### src/rtl/seirq_defines.vh
`ifndef SEIRQ_DEFINES_VH
`define SEIRQ_DEFINES_VH

// register indices; byte address is four times the index
`define SEIRQ_IDX_NORM_STAT   8'h30
`define SEIRQ_IDX_ERR_STAT    8'h32
`define SEIRQ_IDX_NORM_EN     8'h34
`define SEIRQ_IDX_ERR_EN      8'h36
`define SEIRQ_IDX_NORM_SIG    8'h38
`define SEIRQ_IDX_ERR_SIG     8'h3A

// field widths and positions
`define SEIRQ_NORM_W          13
`define SEIRQ_ERR_W           11
`define SEIRQ_W1C_W           8
`define SEIRQ_BIT_TUNE        10
`define SEIRQ_BIT_ADMA        9
`define SEIRQ_BIT_ASTOP       8
`define SEIRQ_BIT_CURLIM      7
`define SEIRQ_BIT_DEND        6
`define SEIRQ_BIT_DCRC        5
`define SEIRQ_BIT_DTO         4
`define SEIRQ_BIT_CIDX        3
`define SEIRQ_BIT_CEND        2
`define SEIRQ_BIT_CCRC        1
`define SEIRQ_BIT_CTO         0
`define SEIRQ_BIT_RETUNE      12
`define SEIRQ_BIT_LINE_C      11
`define SEIRQ_BIT_LINE_B      10
`define SEIRQ_BIT_LINE_A      9
`define SEIRQ_BIT_CARD        8

// reset values
`define SEIRQ_RST_NORM        13'h0000
`define SEIRQ_RST_ERR         11'h000
`define SEIRQ_RST_W1C         8'h00

// good write crc status token
`define SEIRQ_CRC_TOKEN_OK    3'h2

// command response wait, in card clock cycles
`define SEIRQ_CMD_TO_CLKS     7'h40
`define SEIRQ_CNT_ZERO        7'h00
`define SEIRQ_CNT_ONE         7'h01

`endif

### src/rtl/seirq_sync.v
// three-stage synchroniser; output moves only once stages two and three agree
module seirq_sync (
   input  wire sys_clk_in,
   input  wire rstn_in,
   input  wire pin_in,
   output wire level_out
);
   reg s1_q;  // first stage, read only by s2_q
   reg s2_q;  // second stage
   reg s3_q;  // third stage
   reg lvl_q; // filtered level

   // all stages reset high so idle active-low pins start inactive
   always @(posedge sys_clk_in or negedge rstn_in) begin
      if (!rstn_in) begin
         s1_q  <= 1'b1;
         s2_q  <= 1'b1;
         s3_q  <= 1'b1;
         lvl_q <= 1'b1;
      end else begin
         s1_q <= pin_in;
         s2_q <= s1_q;
         s3_q <= s2_q;
         // a single-cycle glitch between stages never reaches the level
         if (s2_q == s3_q) begin
            lvl_q <= s3_q;
         end
      end
   end

   assign level_out = lvl_q;
endmodule // seirq_sync

### src/rtl/seirq_core.v
// The AHB-Lite slave port was left to the implementer.
`include "seirq_defines.vh"

// Summary of operation
// - error latched only while its enable is set
// - tuning fault outside tuning sets bit 10
// - tuning fault outranks other transfer errors
// - advanced dma fault or invalid descriptor: bit 9
// - any auto stop command fault sets bit 8
// - bit 7 shows overcurrent power withdrawal
// - zero data end bit sets bit 6
// - data crc or bad token sets bit 5
// - any of four data timeouts: bit 4
// - response index mismatch sets bit 3
// - zero response end bit sets bit 2
// - response crc mismatch sets bit 1
// - no response in 64 card clocks: bit 0
// - normal source latched only when enabled
// - enable bit 15 reads zero in both
// - clearing shared-line enable withdraws its request
// - card interrupt sampling follows enable bit 8
// - signal enables route statuses to one line
// - bit 15 summary shows any error flag
module seirq_core (
   input  wire        sys_clk_in,
   input  wire        rstn_in,
   // ahb-lite slave
   input  wire        hsel_in,
   input  wire [31:0] haddr_in,
   input  wire [1:0]  htrans_in,
   input  wire        hwrite_in,
   input  wire [2:0]  hsize_in,
   input  wire [31:0] hwdata_in,
   input  wire        hready_in,
   output wire        hreadyout_out,
   output wire        hresp_out,
   output wire [31:0] hrdata_out,
   // error sources, one-cycle pulses unless noted
   input  wire        tuning_fault_in,
   input  wire        tuning_active_in,
   input  wire        xfer_active_in,
   input  wire        adma_fault_in,
   input  wire        desc_fetched_in,
   input  wire        desc_valid_in,
   input  wire [4:0]  auto_stop_faults_in,
   input  wire        power_withdrawn_in,
   input  wire        data_end_bit_zero_in,
   input  wire        read_crc_bad_in,
   input  wire        wr_token_valid_in,
   input  wire [2:0]  wr_token_in,
   input  wire        data_timeout_in,
   input  wire        cmd_sent_in,
   input  wire [5:0]  cmd_issued_idx_in,
   input  wire        resp_start_in,
   input  wire        resp_done_in,
   input  wire [5:0]  resp_idx_in,
   input  wire        resp_end_bit_in,
   input  wire        resp_crc_ok_in,
   input  wire        sd_clk_in,
   // normal sources
   input  wire        retune_req_in,
   input  wire        int_a_n_in,
   input  wire        int_b_n_in,
   input  wire        int_c_n_in,
   input  wire        card_irq_n_in,
   input  wire [7:0]  normal_event_in,
   // shared interrupt line to the system
   output wire        irq_out
);

   // byte address of a register from its index
   function [9:0] reg_addr;
      input [7:0] idx;
      begin
         reg_addr = {idx, 2'b00};
      end
   endfunction

   // sticky flag update where a new event beats a clear in the same cycle
   function [`SEIRQ_ERR_W-1:0] w1c_next;
      input [`SEIRQ_ERR_W-1:0] cur;
      input [`SEIRQ_ERR_W-1:0] clr;
      input [`SEIRQ_ERR_W-1:0] set;
      begin
         w1c_next = (cur & ~clr) | set;
      end
   endfunction

   // register bank and bus pipeline state
   reg  [`SEIRQ_ERR_W-1:0]  err_flags_q;              // error_event_flags
   reg  [`SEIRQ_ERR_W-1:0]  err_flags_d;
   reg  [`SEIRQ_ERR_W-1:0]  error_latch_enable_reg;   // error_event_latch_enable
   reg  [`SEIRQ_ERR_W-1:0]  err_sig_en_q;             // error signal enable
   reg  [`SEIRQ_NORM_W-1:0] norm_en_q;                // normal_event_latch_enable
   reg  [`SEIRQ_NORM_W-1:0] norm_sig_en_q;            // normal_event_signal_enable
   reg  [`SEIRQ_W1C_W-1:0]  norm_w1c_q;               // normal bits 7..0
   reg  [`SEIRQ_W1C_W-1:0]  norm_w1c_d;
   reg  [9:0]               dp_addr_q;                // captured address phase
   reg                      dp_write_q;               // data phase is a write
   reg  [31:0]              hrdata_q;                 // read data for data phase
   reg  [6:0]               cto_cnt_q;                // card clocks since command
   reg                      cto_run_q;                // waiting for a response
   reg                      sdclk_prev_q;             // edge detect on card clock
   reg  [`SEIRQ_ERR_W-1:0]  err_evt;                  // raw error events
   reg  [31:0]              rd_mux;                   // read decode
   reg                      cto_fire;                 // timeout reached
   reg                      irq_q;                    // registered shared line

   wire        a_lvl_n;     // synchronised shared line a
   wire        b_lvl_n;     // synchronised shared line b
   wire        c_lvl_n;     // synchronised shared line c
   wire        card_lvl_n;  // synchronised card interrupt
   wire        sdclk_lvl;   // synchronised card clock
   wire        addr_phase;  // valid transfer taken this edge
   wire        wr_go;       // write data present this cycle
   wire [15:0] wdat;        // low halfword of write data
   wire [`SEIRQ_NORM_W-1:0] norm_stat;  // assembled normal status
   wire        err_any;     // summary error flag

   wire        irq_next;    // shared line before its flop

   // named views of single enable bits
   wire retune_event_latch_en   = norm_en_q[`SEIRQ_BIT_RETUNE];
   wire shared_line_c_latch_en  = norm_en_q[`SEIRQ_BIT_LINE_C];
   wire shared_line_b_latch_en  = norm_en_q[`SEIRQ_BIT_LINE_B];
   wire shared_line_a_latch_en  = norm_en_q[`SEIRQ_BIT_LINE_A];
   wire card_request_latch_en   = norm_en_q[`SEIRQ_BIT_CARD];
   wire retune_event_route_en   = norm_sig_en_q[`SEIRQ_BIT_RETUNE];

   // pins from the card bus pass four flip-flops each
   seirq_sync u_sync_a (
      .sys_clk_in (sys_clk_in),
      .rstn_in    (rstn_in),
      .pin_in     (int_a_n_in),
      .level_out  (a_lvl_n)
   );
   seirq_sync u_sync_b (
      .sys_clk_in (sys_clk_in),
      .rstn_in    (rstn_in),
      .pin_in     (int_b_n_in),
      .level_out  (b_lvl_n)
   );
   seirq_sync u_sync_c (
      .sys_clk_in (sys_clk_in),
      .rstn_in    (rstn_in),
      .pin_in     (int_c_n_in),
      .level_out  (c_lvl_n)
   );
   seirq_sync u_sync_card (
      .sys_clk_in (sys_clk_in),
      .rstn_in    (rstn_in),
      .pin_in     (card_irq_n_in),
      .level_out  (card_lvl_n)
   );
   // the card clock passes the same filter; its edges are counted below
   seirq_sync u_sync_sdclk (
      .sys_clk_in (sys_clk_in),
      .rstn_in    (rstn_in),
      .pin_in     (sd_clk_in),
      .level_out  (sdclk_lvl)
   );

   // bus handshake: always ready, always okay
   assign hreadyout_out = 1'b1;
   assign hresp_out     = 1'b0;
   assign hrdata_out    = hrdata_q;
   assign addr_phase    = hsel_in & htrans_in[1] & hready_in;
   assign wr_go         = dp_write_q;
   // registers are 16 bits wide; the upper halfword of a write is dropped
   assign wdat          = hwdata_in[15:0];

   // command response timer counts card clock rising edges
   // the card clock is sampled on the bus clock, so it must stay well below
   // a quarter of it; faster card clocks lose edges and stretch the timeout
   always @(posedge sys_clk_in or negedge rstn_in) begin
      if (!rstn_in) begin
         cto_cnt_q    <= `SEIRQ_CNT_ZERO;
         cto_run_q    <= 1'b0;
         sdclk_prev_q <= 1'b1;
      end else begin
         sdclk_prev_q <= sdclk_lvl;
         if (cmd_sent_in) begin
            cto_run_q <= 1'b1;
            cto_cnt_q <= `SEIRQ_CNT_ZERO;
         end else if (resp_start_in | cto_fire) begin
            // answer arrived or limit hit: stop waiting
            cto_run_q <= 1'b0;
         end else if (cto_run_q & sdclk_lvl & ~sdclk_prev_q) begin
            cto_cnt_q <= cto_cnt_q + `SEIRQ_CNT_ONE;
         end
      end
   end

   // timeout once the count has reached the response window
   always @* begin
      cto_fire = cto_run_q & ~resp_start_in & (cto_cnt_q == `SEIRQ_CMD_TO_CLKS);
   end

   // raw error events from the card-side detectors
   always @* begin
      err_evt = `SEIRQ_RST_ERR;
      // only outside a running tuning procedure
      err_evt[`SEIRQ_BIT_TUNE]   = tuning_fault_in & ~tuning_active_in;
      err_evt[`SEIRQ_BIT_ADMA]   = adma_fault_in | (desc_fetched_in & ~desc_valid_in);
      err_evt[`SEIRQ_BIT_ASTOP]  = |auto_stop_faults_in;
      err_evt[`SEIRQ_BIT_CURLIM] = power_withdrawn_in;
      err_evt[`SEIRQ_BIT_DEND]   = data_end_bit_zero_in;
      err_evt[`SEIRQ_BIT_DCRC]   = read_crc_bad_in |
                                   (wr_token_valid_in & (wr_token_in != `SEIRQ_CRC_TOKEN_OK));
      err_evt[`SEIRQ_BIT_DTO]    = data_timeout_in;
      err_evt[`SEIRQ_BIT_CIDX]   = resp_done_in & (resp_idx_in != cmd_issued_idx_in);
      err_evt[`SEIRQ_BIT_CEND]   = resp_done_in & ~resp_end_bit_in;
      err_evt[`SEIRQ_BIT_CCRC]   = resp_done_in & ~resp_crc_ok_in;
      err_evt[`SEIRQ_BIT_CTO]    = cto_fire;
      // a tuning fault during a transfer masks the other transfer errors
      // the held flag keeps masking until software clears it, so errors of
      // a transfer that will be discarded anyway stay hidden
      if ((err_evt[`SEIRQ_BIT_TUNE] | err_flags_q[`SEIRQ_BIT_TUNE]) & xfer_active_in) begin
         err_evt[`SEIRQ_BIT_ADMA] = 1'b0;
         err_evt[`SEIRQ_BIT_DEND] = 1'b0;
         err_evt[`SEIRQ_BIT_DCRC] = 1'b0;
         err_evt[`SEIRQ_BIT_DTO]  = 1'b0;
      end
   end

   // next value of the error flags
   // a clear written while the event is present loses; software reads back
   always @* begin
      if (wr_go & (dp_addr_q == reg_addr(`SEIRQ_IDX_ERR_STAT))) begin
         err_flags_d = w1c_next(err_flags_q, wdat[`SEIRQ_ERR_W-1:0],
                                err_evt & error_latch_enable_reg);
      end else begin
         err_flags_d = w1c_next(err_flags_q, `SEIRQ_RST_ERR,
                                err_evt & error_latch_enable_reg);
      end
      // overcurrent stays visible while power is withheld, even after a clear
      if (power_withdrawn_in & error_latch_enable_reg[`SEIRQ_BIT_CURLIM]) begin
         err_flags_d[`SEIRQ_BIT_CURLIM] = 1'b1;
      end
   end

   // next value of the sticky normal events
   always @* begin
      if (wr_go & (dp_addr_q == reg_addr(`SEIRQ_IDX_NORM_STAT))) begin
         norm_w1c_d = (norm_w1c_q & ~wdat[`SEIRQ_W1C_W-1:0]) |
                      (normal_event_in & norm_en_q[`SEIRQ_W1C_W-1:0]);
      end else begin
         norm_w1c_d = norm_w1c_q | (normal_event_in & norm_en_q[`SEIRQ_W1C_W-1:0]);
      end
   end

   // level-type statuses vanish as soon as their enable is cleared
   // writing one does not clear them; software masks the enable instead
   assign norm_stat = {retune_req_in & retune_event_latch_en,
                       ~c_lvl_n & shared_line_c_latch_en,
                       ~b_lvl_n & shared_line_b_latch_en,
                       ~a_lvl_n & shared_line_a_latch_en,
                       ~card_lvl_n & card_request_latch_en,
                       norm_w1c_q};
   assign err_any = |err_flags_q;

   // one shared line carries every routed status; it is registered so the
   // line cannot glitch while enables and flags change in one cycle
   assign irq_next = (|(norm_stat[`SEIRQ_BIT_RETUNE-1:0] & norm_sig_en_q[`SEIRQ_BIT_RETUNE-1:0])) |
                     (norm_stat[`SEIRQ_BIT_RETUNE] & retune_event_route_en) |
                     (|(err_flags_q & err_sig_en_q));
   assign irq_out  = irq_q;

   // read decode; bits above each field read zero
   // all 32 address bits are decoded; any other address reads zero, so an
   // alias of a register can never be mistaken for the register itself
   always @* begin
      rd_mux = 32'h00000000;
      case (haddr_in[9:0])
         reg_addr(`SEIRQ_IDX_NORM_STAT): rd_mux = {16'h0000, err_any, 2'b00, norm_stat};
         reg_addr(`SEIRQ_IDX_ERR_STAT):  rd_mux = {21'h000000, err_flags_q};
         reg_addr(`SEIRQ_IDX_NORM_EN):   rd_mux = {19'h00000, norm_en_q};
         reg_addr(`SEIRQ_IDX_ERR_EN):    rd_mux = {21'h000000, error_latch_enable_reg};
         reg_addr(`SEIRQ_IDX_NORM_SIG):  rd_mux = {19'h00000, norm_sig_en_q};
         reg_addr(`SEIRQ_IDX_ERR_SIG):   rd_mux = {21'h000000, err_sig_en_q};
         default:                        rd_mux = 32'h00000000;
      endcase
      // upper address bits must be clear for a hit
      if (haddr_in[31:10] != 22'h000000) begin
         rd_mux = 32'h00000000;
      end
   end

   // bus pipeline: capture address phase, apply write in data phase
   // transfer size is not checked: every register is taken as a whole word
   always @(posedge sys_clk_in or negedge rstn_in) begin
      if (!rstn_in) begin
         dp_addr_q  <= 10'h000;
         dp_write_q <= 1'b0;
         hrdata_q   <= 32'h00000000;
      end else begin
         dp_write_q <= addr_phase & hwrite_in & (haddr_in[31:10] == 22'h000000);
         if (addr_phase) begin
            dp_addr_q <= haddr_in[9:0];
         end
         // read data is sampled at the address phase, so a read straight after
         // a write to the same register returns the value before that write
         if (addr_phase & ~hwrite_in) begin
            hrdata_q <= rd_mux;
         end
      end
   end

   // status and enable registers
   always @(posedge sys_clk_in or negedge rstn_in) begin
      if (!rstn_in) begin
         err_flags_q            <= `SEIRQ_RST_ERR;
         error_latch_enable_reg <= `SEIRQ_RST_ERR;
         err_sig_en_q           <= `SEIRQ_RST_ERR;
         norm_en_q              <= `SEIRQ_RST_NORM;
         norm_sig_en_q          <= `SEIRQ_RST_NORM;
         norm_w1c_q             <= `SEIRQ_RST_W1C;
         irq_q                  <= 1'b0;
      end else begin
         err_flags_q <= err_flags_d;
         norm_w1c_q  <= norm_w1c_d;
         // line follows the routed statuses one edge later
         irq_q       <= irq_next;
         if (wr_go) begin
            // bit 15 and reserved bits are never stored
            if (dp_addr_q == reg_addr(`SEIRQ_IDX_NORM_EN)) begin
               norm_en_q <= wdat[`SEIRQ_NORM_W-1:0];
            end
            if (dp_addr_q == reg_addr(`SEIRQ_IDX_ERR_EN)) begin
               error_latch_enable_reg <= wdat[`SEIRQ_ERR_W-1:0];
            end
            if (dp_addr_q == reg_addr(`SEIRQ_IDX_NORM_SIG)) begin
               norm_sig_en_q <= wdat[`SEIRQ_NORM_W-1:0];
            end
            if (dp_addr_q == reg_addr(`SEIRQ_IDX_ERR_SIG)) begin
               err_sig_en_q <= wdat[`SEIRQ_ERR_W-1:0];
            end
         end
      end
   end

endmodule // seirq_core

### config.mk
export PLATFORM = sky130hd
export DESIGN_NAME = seirq_core
export DESIGN_NICKNAME = d
export VERILOG_FILES = /design/src/rtl/seirq_sync.v /design/src/rtl/seirq_core.v
export VERILOG_INCLUDE_DIRS = /design/src /design/src/rtl
export SDC_FILE = /design/constraint.sdc
export NUM_CORES = 1
export LEC_CHECK = 0
export ABC_AREA = 0
export BUFFER_PORTS_ARGS = -buffer_cell sky130_fd_sc_hd__buf_2
export CAP_MARGIN = 10
export CORE_MARGIN = 3
export CORE_UTILIZATION = 35
export CTS_CLUSTER_SIZE = 12
export DETAILED_ROUTE_END_ITERATION = 10
export GPL_ROUTABILITY_DRIVEN = 0
export GPL_TIMING_DRIVEN = 0
export SYNTH_ARGS = -nofsm -noshare
export SYNTH_HDL_FRONTEND = slang
export SYNTH_HIERARCHICAL = 1
export SYNTH_SLANG_ARGS = --single-unit
### constraint.sdc
create_clock -name sys_clk_in -period 2.6 [get_ports sys_clk_in]
set_input_delay 0.39 -clock sys_clk_in [delete_from_list [all_inputs] [get_ports sys_clk_in]]
set_output_delay 0.39 -clock sys_clk_in [all_outputs]
set_load 0.01 [all_outputs]
# == After elaboration in Yosys (flattened, before gate mapping) ==
# Index checks and enable logic that the tools add are counted.
# word_totals
register_bits,140
inputBits,124
out_inout_bits,35
elab_cells,134
# op_classes
addsub,1
n_eq_ne,21
n_mux,12
bitwise,54
n_reduce_logical,13
# ops
op,n
== test 10 x 8 -> 1 bit (second input constant),12
case mux 16 bit (6 select lines),1
AND 11 bit,3
two-way mux 32 bit,1
AND 1 bit,25
logical NOT 22 bit,1
bitwise OR 11 bit,2
nonzero test 22 bit,1
OR reduction 11 bit,2
two-way mux 7 bit,3
AND 8 bit,2
bitwise OR 8 bit,2
AND 12 bit,1
OR reduction 12 bit,1
two-way mux 11 bit,1
NOT 1 bit,11
NOT 11 bit,1
AND reduction 2 bit,5
two-way mux 8 bit,1
NOT 8 bit,1
adder 7 x 1 -> 7 bit (second input constant),1
== test 7 bit (second input constant),1
!= test 6 bit,1
bitwise OR 1 bit,6
other kinds (7),15

# == Longest topological paths before layout ==
# Gate-level depths: netlist (run 1).
# depth
word_depth,9
ltp_mapped,7
ltp_nobuf,7

# == Hierarchy ==
# Netlist (run 1), hierarchy kept.
# modules_own_cells
mod,n_inst,cells_per_inst,area_each_um2,seq_area_each_um2
seirq_core,1,449,5111.2,2553.7
seirq_sync,5,5,116.4,105.1

# == Worst setup path after synthesis (run 1) ==
# Ideal clock, no wire load.
# synth_timing
path_kind,reg-to-reg
from,register dp_addr_q[1]
to,register norm_sig_en_q[10]
setup_time_ns,0.125
arrival_ns,1.906
setup_slack_ns,0.569
path_stages_with_launch,6
path_buffers,1
path_cell_list,dfrtp_1 or4b_4 nor4_1 and4bb_2 buf_4 mux2_2
# synth_via
elab_chain_len,2
# synth_lines
item,line_no,source
"start, declared",seirq_core.v:98,reg [9:0] dp_addr_q;
"start signal, assigned",seirq_core.v:299,dp_addr_q <= haddr_in[9:0];
== test 10 x 8 -> 1 bit,seirq_core.v:332,if (dp_addr_q == reg_addr(`SEIRQ_IDX_NORM_SIG)) begin
AND reduction 2 bit (no line),n/a,
"end signal, assigned",seirq_core.v:316,norm_sig_en_q <= `SEIRQ_RST_NORM;
"end signal, assigned",seirq_core.v:333,norm_sig_en_q <= wdat[`SEIRQ_NORM_W-1:0];
"end, declared",seirq_core.v:95,reg [`SEIRQ_NORM_W-1:0] norm_sig_en_q;
# Every way passes these cells.
# A chain may end at the register's enable or synchronous reset.

# == Worst setup path after layout (run 1) ==
# layout_timing
from,register dp_addr_q[1]
to,register norm_en_q[10]
# layout_via
elab_chain_len,2
# layout_lines
item,line_no,source
== test 10 x 8 -> 1 bit,seirq_core.v:326,if (dp_addr_q == reg_addr(`SEIRQ_IDX_NORM_EN)) begin
AND reduction 2 bit (no line),n/a,
"end signal, assigned",seirq_core.v:315,norm_en_q <= `SEIRQ_RST_NORM;
"end signal, assigned",seirq_core.v:327,norm_en_q <= wdat[`SEIRQ_NORM_W-1:0];
"end, declared",seirq_core.v:94,reg [`SEIRQ_NORM_W-1:0] norm_en_q;
# Every way passes these cells.

==> results of run 1 <==
## path summary, 6_finish.rpt
kind / depth (start not counted) / startpoint / end
worst max register to register: 6 / dp_addr_q[1]$_DFFE_PN0P_ / norm_en_q[10]$_DFFE_PN0P_
worst max-delay path: 6 / dp_addr_q[1]$_DFFE_PN0P_ / norm_en_q[10]$_DFFE_PN0P_
max in group asynchronous: 3 / rstn_in / u_sync_sdclk/s1_q$_DFF_PN1_
worst min register to register: 0 / u_sync_b/s1_q$_DFF_PN1_ / u_sync_b/s2_q$_DFF_PN1_
min in group asynchronous: 2 / rstn_in / hrdata_out[11]$_DFFE_PN0P_
worst min-delay path: 1 / sd_clk_in / u_sync_sdclk/s1_q$_DFF_PN1_
## cells by family (layout without fill, tap and decap cells)
family,Yosys count,in the layout,share of synthesized area
adder cells (fa/ha/maj),7,7,0.0143
flip-flops,122,122,0.541
other,2,20,0.00132
AND/OR/NAND/NOR,134,134,0.124
XOR/XNOR,10,10,0.0154
AO/OA/AOI/OAI,80,80,0.101
multiplexers,78,78,0.160
buffers and inverters,41,188,0.0435
## final cells by class
type / count / area [um^2] / share of cell area
flip-flops and latches: 122 / 3080 / 0.421
multi-input cells: 329 / 2430 / 0.333
repair buffers: 115 / 609 / 0.0834
clock buffers: 26 / 519 / 0.0710
well taps: 211 / 264 / 0.0361
plain buffers: 35 / 225 / 0.0308
clock inverters: 6 / 155 / 0.0212
inverters: 6 / 22.5 / 0.00308
## where the power goes
| group | total, mW | internal, mW | switching, mW |
|---|---|---|---|
| Combinational | 0.344 | 0.171 | 0.173 |
| Clock | 2.66 | 1.85 | 0.809 |
| Sequential | 2.04 | 1.99 | 0.0566 |
## worst register-to-register path: stages, from the launching register on
cell     delay [ns]
dfrtp_1        0.37
or4b_4         0.56
nor3b_1        0.28
nand2_1        0.10
nor2_2         0.26
buf_4          0.32
mux2_2         0.37
## metrics by stage
stage / total power [mW] / setup slack (ns)
2_1_floorplan: 2.24 / 0.569
3_3_place_gp: 2.40 / -0.329
3_5_place_dp: 2.42 / 0.110
4_1_cts: 5.09 / 0.210
5_1_grt: 5.22 / 0.0876
6_report: 5.05 / 0.229
## metal layers
metal | global-route usage | vias up | share of wire
met5 | 0 | - | 0
met4 | 0.0589 | 0 | 0.015
met3 | 0.0525 | 19 | 0.075
met2 | 0.280 | 155 | 0.49
met1 | 0.212 | 2114 | 0.42
li1 | - | 2015 | -
## timing repair
item,4_1_cts,5_1_grt
hold buffers,1,0
setup buffers,0,0
hold endpoints to repair,27,0
## placed cells by master (no fill, tap or decap), types with 5 or more instances in the layout
cell and instances:
a21oi_1 10, a22o_1 14, a32o_1 6, buf_2 115
buf_4 22, bufinv_16 5, clkbuf_1 10, clkbuf_16 17
clkbuf_8 6, conb_1 20, dfrtp_1 101, dfstp_2 21
inv_1 6, maj3_2 5, mux2_2 60, mux2i_1 12
nand2_1 55, nand3_1 12, nand4_1 5, nor2_1 17
nor2b_1 7, nor4_1 8, o21ai_0 18, xor2_1 7
==> flow_summary_export.csv, run 1 <==
group,metric,value,unit
run_status,status,"completed",
die,die_x,134,um
logic_synthesis,async_flop_share,1.00,
cts,cts-buffers-inserted,17,
timing,hold_slack,0.0688,ns
die,core-area,15500,um^2
timing,max_slew_margin,0.519,
cts,path_clk_slew,0.05,ns
detailed_routing,post_drt_via_cell_ratio,5.06,
logic_synthesis,ys_seq_area_frac,0.541,
logic_synthesis,synth_top_area_share,0.444,
layout,fillCellCount,1448,
detailed_routing,drc_errors,0,
die,die-area,17800,um^2
detailed_routing,wl_per_cell,17.7,um
setup_path,cp_max_fo,10,
setup_path,crit_slowest_cell,"or4b_4",
timing,fmax,0.422,GHz
detailed_routing,firstDrtPassIters,5,
timing,setup_tns,0,ns
setup_path,cp.required,2.90,ns
global_routing,grt_antenna_before_repair,0,
timing,fin_crit_sh,0.912,
logic_synthesis,yosysMostFrequentCell,"dfrtp_1",
global_routing,grt_max_degree,92,
logic_synthesis,synth_area,5690,um^2
logic_synthesis,synth_edf_count,0,
cts,clock_latency,0.42,ns
layout,largest_reg_flops,14,
layout,area_growth,28.4,%
cts,cts_root_buf,"clkbuf_16",
timing,layout_min_cycle_time,2.37,ns
logic_synthesis,synth.area.top_cells,"dfrtp_1, mux2_2, dfstp_2, nand2_1, buf_4",
global_routing,grt_pass1_vias,4364,
detailed_routing,vias,4303,
timing,rsz0062_at_grt,"false",
setup_path,r2r_setup_slack,0.23,ns
logic_synthesis,yosysTopAreaCell,"dfrtp_1",
global_routing,grt.overflow.total,0,
logic_synthesis,syn_avg_cell_area,12.0,um^2
placement,place_area,6620,um^2
layout,fin_nets,752,
cts,cts_tree,"done",
layout,fin_util,0.470,
layout,postLayoutCellArea,7310,um^2
setup_path,arrival,2.67,ns
timing,final_max_slew_viol_count,0,
logic_synthesis,synthTopCellsByCount,"dfrtp_1, mux2_2, nand2_1, buf_4, dfstp_2",
die,die-height,134,um
detailed_routing,ant_nets,0,
timing,worst_pin_slew,0.714,ns
cts,cts_resized,0,
logic_synthesis,ys_warn_count,6,
timing,fin_worst_skew,0.00626,ns
timing,hold_violations,0,
setup_path,cp_top_family,"simple AND/OR/NAND/NOR gates",
global_routing,grt_pass1_wl,23100,um
cts,cts.sinks,122,
worst_hold_path,min_path_type,"input port to register",
setup_path,critPathLaunchType,"register",
layout,drive_gt1_frac,0.421,
setup_path,critical_path_class,"register to register",
placement,dpl.hpwl,11000,um
setup_path,crit_path_end_kind,"register",
cts,htree_levels,4,
detailed_routing,drt_wl_total,15100,um
logic_synthesis,syn-instance-count,474,
logic_synthesis,synth_seq_cells,122,
layout,antenna_cells,0,
setup_path,critical_path_buf_inv_count,1,
cts,ctsLongestPathBuffers,2,
placement,io_buffers,113,
detailed_routing,dr.first_iter.drc_count,314,
power_and_ir_drop,vdd_drop_max,0.430,mV
die,fp-row-count,45,
layout,instances_no_fill,850,
setup_path,cpPeakStageDelay,0.56,ns
die,initial_core_util,0.366,
global_routing,grt.total_usage,0.170,
placement,dp.cells,817,
power_and_ir_drop,power_leakage,3.32,nW
die,io_pins,159,
timing,finalSetupViolCount,0,
run,maxCapViolCount,0,
setup_path,cp_cell_sequence,"or4b_4 > nor3b_1 > nand2_1 > nor2_2 > buf_4 > mux2_2",
logic_synthesis,yosys_most_used_dff,"dfrtp_1",
logic_synthesis,yosys.cell_types.count,61,
power_and_ir_drop,power_density,691,nW/um^2
Note: power is estimated with default switching activity, not from simulation.
==> inputs of run 2 (changes only) <==
--- a/config.mk
+++ b/config.mk
@@ -6,14 +6,13 @@
 export SDC_FILE = /design/constraint.sdc
 export NUM_CORES = 1
 export LEC_CHECK = 0
-export ABC_AREA = 0
+export ABC_AREA = 1
 export BUFFER_PORTS_ARGS = -buffer_cell sky130_fd_sc_hd__buf_2
 export CAP_MARGIN = 10
 export CORE_MARGIN = 3
 export CORE_UTILIZATION = 35
 export CTS_CLUSTER_SIZE = 12
 export DETAILED_ROUTE_END_ITERATION = 10
-export GPL_ROUTABILITY_DRIVEN = 0
 export GPL_TIMING_DRIVEN = 0
 export SYNTH_ARGS = -nofsm -noshare
 export SYNTH_HDL_FRONTEND = slang
==> run 2 against run 1 <==
Net effect: final area is 3.3% higher; synthesized cell count rose by 60%; register-to-register slack better by 0.73 ns; sequential share of layout area shrank 1.3 points; die area up 5.6%; sequential cell count unchanged; critical path type unchanged; critical endpoint is now err_flags_q[5]$_DFF_PN0_; largest power group unchanged; highest routed layer unchanged.
==> flow_summary_export.csv, run 2 <==
group,metric,value,unit
detailed_routing,firstDrtPassIters,5,
logic_synthesis,ys_warn_count,6,
setup_path,r2r_setup_slack,0.95,ns
logic_synthesis,synth_area,6030,um^2
setup_path,cp_cell_sequence,"nand3b_1 > nor2_1 > nand3_1 > clkbuf_1 > o21ai_0 > o21ai_0",
layout,multi_input_area,2510,um^2
logic_synthesis,yosysTopAreaCell,"dfrtp_1",
logic_synthesis,synth.area.top_cells,"dfrtp_1, nand2_1, dfstp_2, nand3_1, o21ai_0",
die,die-height,137,um
global_routing,grt.overflow.total,0,
setup_path,cp_max_fo,10,
placement,io_buffers,115,
cts,cts_setup_buffers,0,
cts,ctsLongestPathBuffers,2,
cts,path_clk_slew,0.06,ns
setup_path,crit_path_end_kind,"register",
power_and_ir_drop,vdd_drop_max,0.454,mV
setup_path,cpPeakStageDelay,0.37,ns
worst_hold_path,hp-start,"int_c_n_in",
die,die-area,18800,um^2
global_routing,grt_max_degree,64,
global_routing,grt_pass1_wl,26700,um
cts,cts-buffers-inserted,17,
timing,hold_violations,0,
die,die_x,137,um
worst_hold_path,min_path_type,"input port to register",
setup_path,arrival,1.94,ns
logic_synthesis,async_flop_share,1.00,
run_status,status,"completed",
layout,area_growth,25.2,%
cts,cts.sinks,122,
logic_synthesis,ys_seq_area_frac,0.511,
run,maxCapViolCount,0,
setup_path,cpMostUsedCell,"o21ai_0",
timing,final_max_slew_viol_count,0,
layout,antenna_cells,0,
detailed_routing,post_drt_via_cell_ratio,4.70,
logic_synthesis,synth_top_area_share,0.419,
logic_synthesis,yosys.cell_types.count,33,
setup_path,cp.required,2.89,ns
detailed_routing,wl_met2,7310,um
cts,cts_tree,"done",
timing,layout_min_cycle_time,1.65,ns
detailed_routing,maxUsedRoutingLayer,"met4",
detailed_routing,dr.first_iter.drc_count,440,
global_routing,grt.total_usage,0.186,
layout,seq_area,3080,um^2
die,initial_core_util,0.361,
logic_synthesis,synthTopCellsByCount,"nand2_1, dfrtp_1, nand3_1, o21ai_0, inv_1",
cts,cts_root_buf,"clkbuf_16",
timing,fin_crit_sh,0.633,
detailed_routing,drt_wl_total,16600,um
layout,fillCellCount,1735,
cts,clock_latency,0.42,ns
setup_path,reg2reg_depth,6,
timing,finalSetupViolCount,0,
layout,final_cell_mix,"nand2_1, buf_2, dfrtp_1",
logic_synthesis,yosys_most_used_dff,"dfrtp_1",
placement,dpl.hpwl,12300,um
logic_synthesis,synth_edf_count,0,
worst_hold_path,worstHoldPathCells,1,
layout,fin_util,0.452,
detailed_routing,ant_nets,0,
power_and_ir_drop,power_density,609,nW/um^2
detailed_routing,wl_met3,1160,um
setup_path,r2r-end,"err_flags_q[5]$_DFF_PN0_",
detailed_routing,drc_errors,0,
logic_synthesis,syn-instance-count,758,
die,core-area,16700,um^2
logic_synthesis,syn_avg_cell_area,7.95,um^2
worst_hold_path,min_to,"u_sync_c/s1_q$_DFF_PN1_",
setup_path,r2r_start,"dp_addr_q[9]$_DFFE_PN0P_",
layout,final_common_cell,"nand2_1",
setup_path,critPathLaunchType,"register",
setup_path,critical_path_class,"register to register",
detailed_routing,wl_per_cell,14.5,um
timing,max_slew_margin,0.607,
logic_synthesis,synth_seq_cells,122,
timing,fin_worst_skew,0.00831,ns
detailed_routing,vias,5385,
setup_path,crit_slowest_cell,"dfrtp_1",
timing,worst_pin_slew,0.589,ns
die,fp-row-count,47,
layout,largest_reg_flops,14,
timing,setup_tns,0,ns
timing,fmax,0.608,GHz
die,io_pins,159,
cts,htree_levels,4,
layout,drive_gt1_frac,0.240,
global_routing,grt_antenna_before_repair,0,
global_routing,grt_pass1_vias,5168,
logic_synthesis,yosysMostFrequentCell,"nand2_1",
detailed_routing,wl_met1,7800,um
timing,rsz0062_at_grt,"false",
layout,fin_nets,1038,
placement,gp_congestion,0.879,
power_and_ir_drop,power_leakage,4.02,nW
[run 2: stage by stage]
step | instances | worst slack (ns) | area, um^2 | total power, mW | hold slack (ns)
floorplan | 776 | 1.31 | 6100 | 2.20 | 0.0944
global placement | 1111 | -0.473 | 6950 | 2.36 | 0.346
detailed placement | 1112 | 0.871 | 6980 | 2.38 | 0.347
CTS | 1145 | 0.946 | 7550 | 4.66 | 0.0503
global route | 1145 | 0.736 | 7550 | 4.81 | 0.0471
finish | 1145 | 0.955 | 7550 | 4.60 | 0.0722
[run 2: per-layer routing]
layer | vias to the layer above | GRT usage
met5 | - | 0
met4 | 0 | 0.0660
met3 | 19 | 0.0457
met2 | 182 | 0.276
met1 | 2462 | 0.265
li1 | 2722 | -
[run 2: repair_timing]
item | 4_1_cts | 5_1_grt
hold buffers | 1 | 0
gates resized for setup | 0 | 0
hold endpoints to repair | 42 | 0
[run 2: logic make-up (layout without fill, tap and decap cells)]
| family | Yosys count | after routing | share of synthesized area |
|---|---|---|---|
| flops | 122 | 122 | 0.511 |
| buf+inv | 101 | 250 | 0.0834 |
| simple gates | 425 | 425 | 0.305 |
| compound gates | 98 | 98 | 0.0834 |
| fa+ha+maj | 2 | 2 | 0.00415 |
| xor+xnor | 8 | 8 | 0.0116 |
| other cells | 2 | 20 | 0.00125 |
[run 2: how the worst max path moves through the flow]
stage,slack (ns),end,startpoint
2_1_floorplan,1.31,err_flags_q[1]$_DFF_PN0_,dp_addr_q[1]$_DFFE_PN0P_
3_3_place_gp,-0.47,cto_cnt_q[0]$_DFFE_PN0P_,rstn_in
3_5_place_dp,0.87,hrdata_out[1]$_DFFE_PN0P_,haddr_in[9]
4_1_cts,0.95,err_flags_q[6]$_DFF_PN0_,dp_addr_q[9]$_DFFE_PN0P_
5_1_grt,0.74,err_flags_q[8]$_DFF_PN0_,dp_addr_q[9]$_DFFE_PN0P_
6_report,0.95,err_flags_q[5]$_DFF_PN0_,dp_addr_q[9]$_DFFE_PN0P_
[run 2: area by class of cell]
type | instances | area share
buffer | 44 | 0.0383
clock buffer | 22 | 0.0602
clock inverter | 10 | 0.0136
inverter | 57 | 0.0283
multi-input combinational | 553 | 0.333
sequential | 122 | 0.408
tap | 220 | 0.0365
timing repair buffer | 117 | 0.0820
[run 2: critical path, delay by kind of cell (launching register included)]
family / cells / cell delay [ns]
and+or+nand+nor: 3 / 0.57
DFF: 1 / 0.37
AOI/OAI and AO/OA: 2 / 0.32
buffers and inverters: 1 / 0.26
[run 2: power by group]
part	switching [mW]	internal, mW
Clock	0.835	1.42
Sequential	0.0382	1.97
Combinational	0.198	0.136
Total	1.07	3.53
==> inputs of run 3 (changes only) <==
==> constraint.sdc (replaced) <==
create_clock -name sys_clk_in -period 1.4 [get_ports sys_clk_in]
set_input_delay 0.21 -clock sys_clk_in [delete_from_list [all_inputs] [get_ports sys_clk_in]]
set_output_delay 0.21 -clock sys_clk_in [all_outputs]
set_load 0.01 [all_outputs]
==> run 3 against run 2 <==
Net effect: routed wire length is 8.8% higher; fmax increased by 3.8%; sequential cell count did not move; the run now ends with setup timing left; non-clock buffer count grew 32; worst setup slack worse by 1.1 ns; die area unchanged; worst hold slack lost 0.061 ns; final area increased by 12%; largest cell class unchanged; power is 89% higher; sequential share of layout area shrank 4.4 points.
==> flow_summary_export.csv, run 3 (synthesized netlist as in run 2, its figures left out) <==
group,metric,value,unit
detailed_routing,drc_errors,0,
placement,place_area,6980,um^2
layout,fin_util,0.507,
layout,largest_reg_flops,14,
detailed_routing,wl_per_cell,15.3,um
cts,ctsLongestPathBuffers,2,
cts,path_clk_slew,0.06,ns
die,initial_core_util,0.361,
layout,final_cell_mix,"nand2_1, buf_2, dfrtp_1",
layout,area_growth,40.4,%
setup_path,crit_path_end_kind,"register",
placement,dpl.hpwl,12300,um
global_routing,grt_pass1_vias,5300,
detailed_routing,firstDrtPassIters,5,
timing,fmax,0.631,GHz
layout,postLayoutCellArea,8470,um^2
timing,max_slew_margin,0.615,
setup_path,arrival,1.89,ns
detailed_routing,dr.first_iter.drc_count,465,
timing,final_max_slew_viol_count,0,
global_routing,grt_antenna_before_repair,0,
timing,worst_pin_slew,0.578,ns
die,core-area,16700,um^2
detailed_routing,post_drt_via_cell_ratio,4.77,
timing,fin_crit_sh,1.13,
global_routing,grt.overflow.total,0,
global_routing,grt_max_degree,64,
power_and_ir_drop,vdd_drop_max,0.861,mV
layout,antenna_cells,0,
die,fp-row-count,47,
timing,setup_ws,-0.186,ns
timing,layout_min_cycle_time,1.59,ns
run_status,status,"finished, violations left",
setup_path,critPathLaunchType,"register",
setup_path,cp_max_fo,5,
layout,final_common_cell,"nand2_1",
timing,hold_violations,0,
run_status,violations,"setup timing",
detailed_routing,vias,5613,
worst_hold_path,min_path_type,"input port to register",
placement,io_buffers,115,
placement,gp_congestion,0.879,
cts,clock_latency,0.42,ns
timing,rsz0062_at_grt,"true",
setup_path,cp.required,1.70,ns
die,die_x,137,um
cts,htree_levels,4,
setup_path,critical_path_class,"register to register",
power_and_ir_drop,power_leakage,4.29,nW
placement,pre_cts_slack,-0.237,ns
timing,setup_tns,-9.53,ns
layout,drive_gt1_frac,0.365,
die,io_pins,159,
cts,cts.sinks,122,
timing,fin_worst_skew,0.00796,ns
cts,cts_root_buf,"clkbuf_16",
power_and_ir_drop,power_density,1030,nW/um^2
cts,cts_tree,"done",
die,die-area,18800,um^2
die,die-height,137,um
detailed_routing,drt_wl_total,18000,um
global_routing,grt.total_usage,0.194,
cts,cts-buffers-inserted,17,
detailed_routing,ant_nets,0,
run,maxCapViolCount,0,
layout,fin_nets,1070,
global_routing,grt_pass1_wl,27900,um
timing,finalSetupViolCount,67,
run 3: area by class of cell:
type                            count  area [um^2]
Buffer                             44          384
Clock inverter                     10          103
Inverter                           57          214
Sequential cell                   122         3080
Clock buffer                       22          454
Timing Repair Buffer              149          995
Fill cell                        1621         8230
Multi-Input combinational cell    553         2960
Tap cell                          220          275
run 3: per-layer routing:
| layer | track usage | part of all wire | wire length (um) |
|---|---|---|---|
| met1 | 0.271 | 0.44 | 7880 |
| met2 | 0.295 | 0.47 | 8530 |
| met3 | 0.0486 | 0.074 | 1340 |
| met4 | 0.0671 | 0.014 | 260 |
| met5 | 0 | 0 | 0 |
run 3: worst max-delay path: stages (launching register included):
cell,delay [ns]
dfrtp_1,0.37
nand3b_1,0.30
nor2_4,0.26
nand3_4,0.16
buf_8,0.19
o21ai_1,0.11
o21ai_1,0.07
run 3: timing repair:
item | CTS | global route
cloned | 4 | 5
endpoints found under the hold margin | 54 | 0
endpoints found under the setup margin | 69 | 74
pin swaps | 9 | 14
resized for setup | 107 | 122
hold buffers | 13 | 0
buffers inserted | 7 | 4
run 3: stage by stage:
step / instances / hold slack [ns] / total power, mW
2_1_floorplan: 776 / -0.0856 / 4.09
3_3_place_gp: 1111 / 0.315 / 4.39
3_5_place_dp: 1112 / 0.230 / 4.41
4_1_cts: 1168 / 0.00246 / 8.74
5_1_grt: 1177 / 0.00652 / 9.08
6_report: 1177 / 0.0114 / 8.69
run 3: worst paths after layout:
| path | start | to | slack (ns) | cells after the start |
|---|---|---|---|---|
| setup / recovery | dp_addr_q[9]$_DFFE_PN0P_ | err_flags_q[1]$_DFF_PN0_ | -0.19 | 6 |
| hold / removal | normal_event_in[5] | norm_w1c_q[5]$_DFF_PN0_ | 0.01 | 3 |
| setup reg to reg | dp_addr_q[9]$_DFFE_PN0P_ | err_flags_q[1]$_DFF_PN0_ | -0.19 | 6 |
| hold reg to reg | u_sync_card/s1_q$_DFF_PN1_ | u_sync_card/s2_q$_DFF_PN1_ | 0.35 | 0 |
| max in group asynchronous | rstn_in | u_sync_c/level_out$_DFFE_PN1N_ | 0.33 | 3 |
| min in group asynchronous | rstn_in | norm_en_q[10]$_DFFE_PN0P_ | 0.33 | 2 |
run 3: where the power goes:
group / switching [mW] / total [mW] / leakage (nW) / internal, mW
sequential: 0.0785 / 3.74 / 1.26 / 3.66
clock: 1.56 / 4.20 / 0.277 / 2.64
combinational: 0.439 / 0.752 / 2.75 / 0.313
total: 2.08 / 8.69 / 4.29 / 6.61
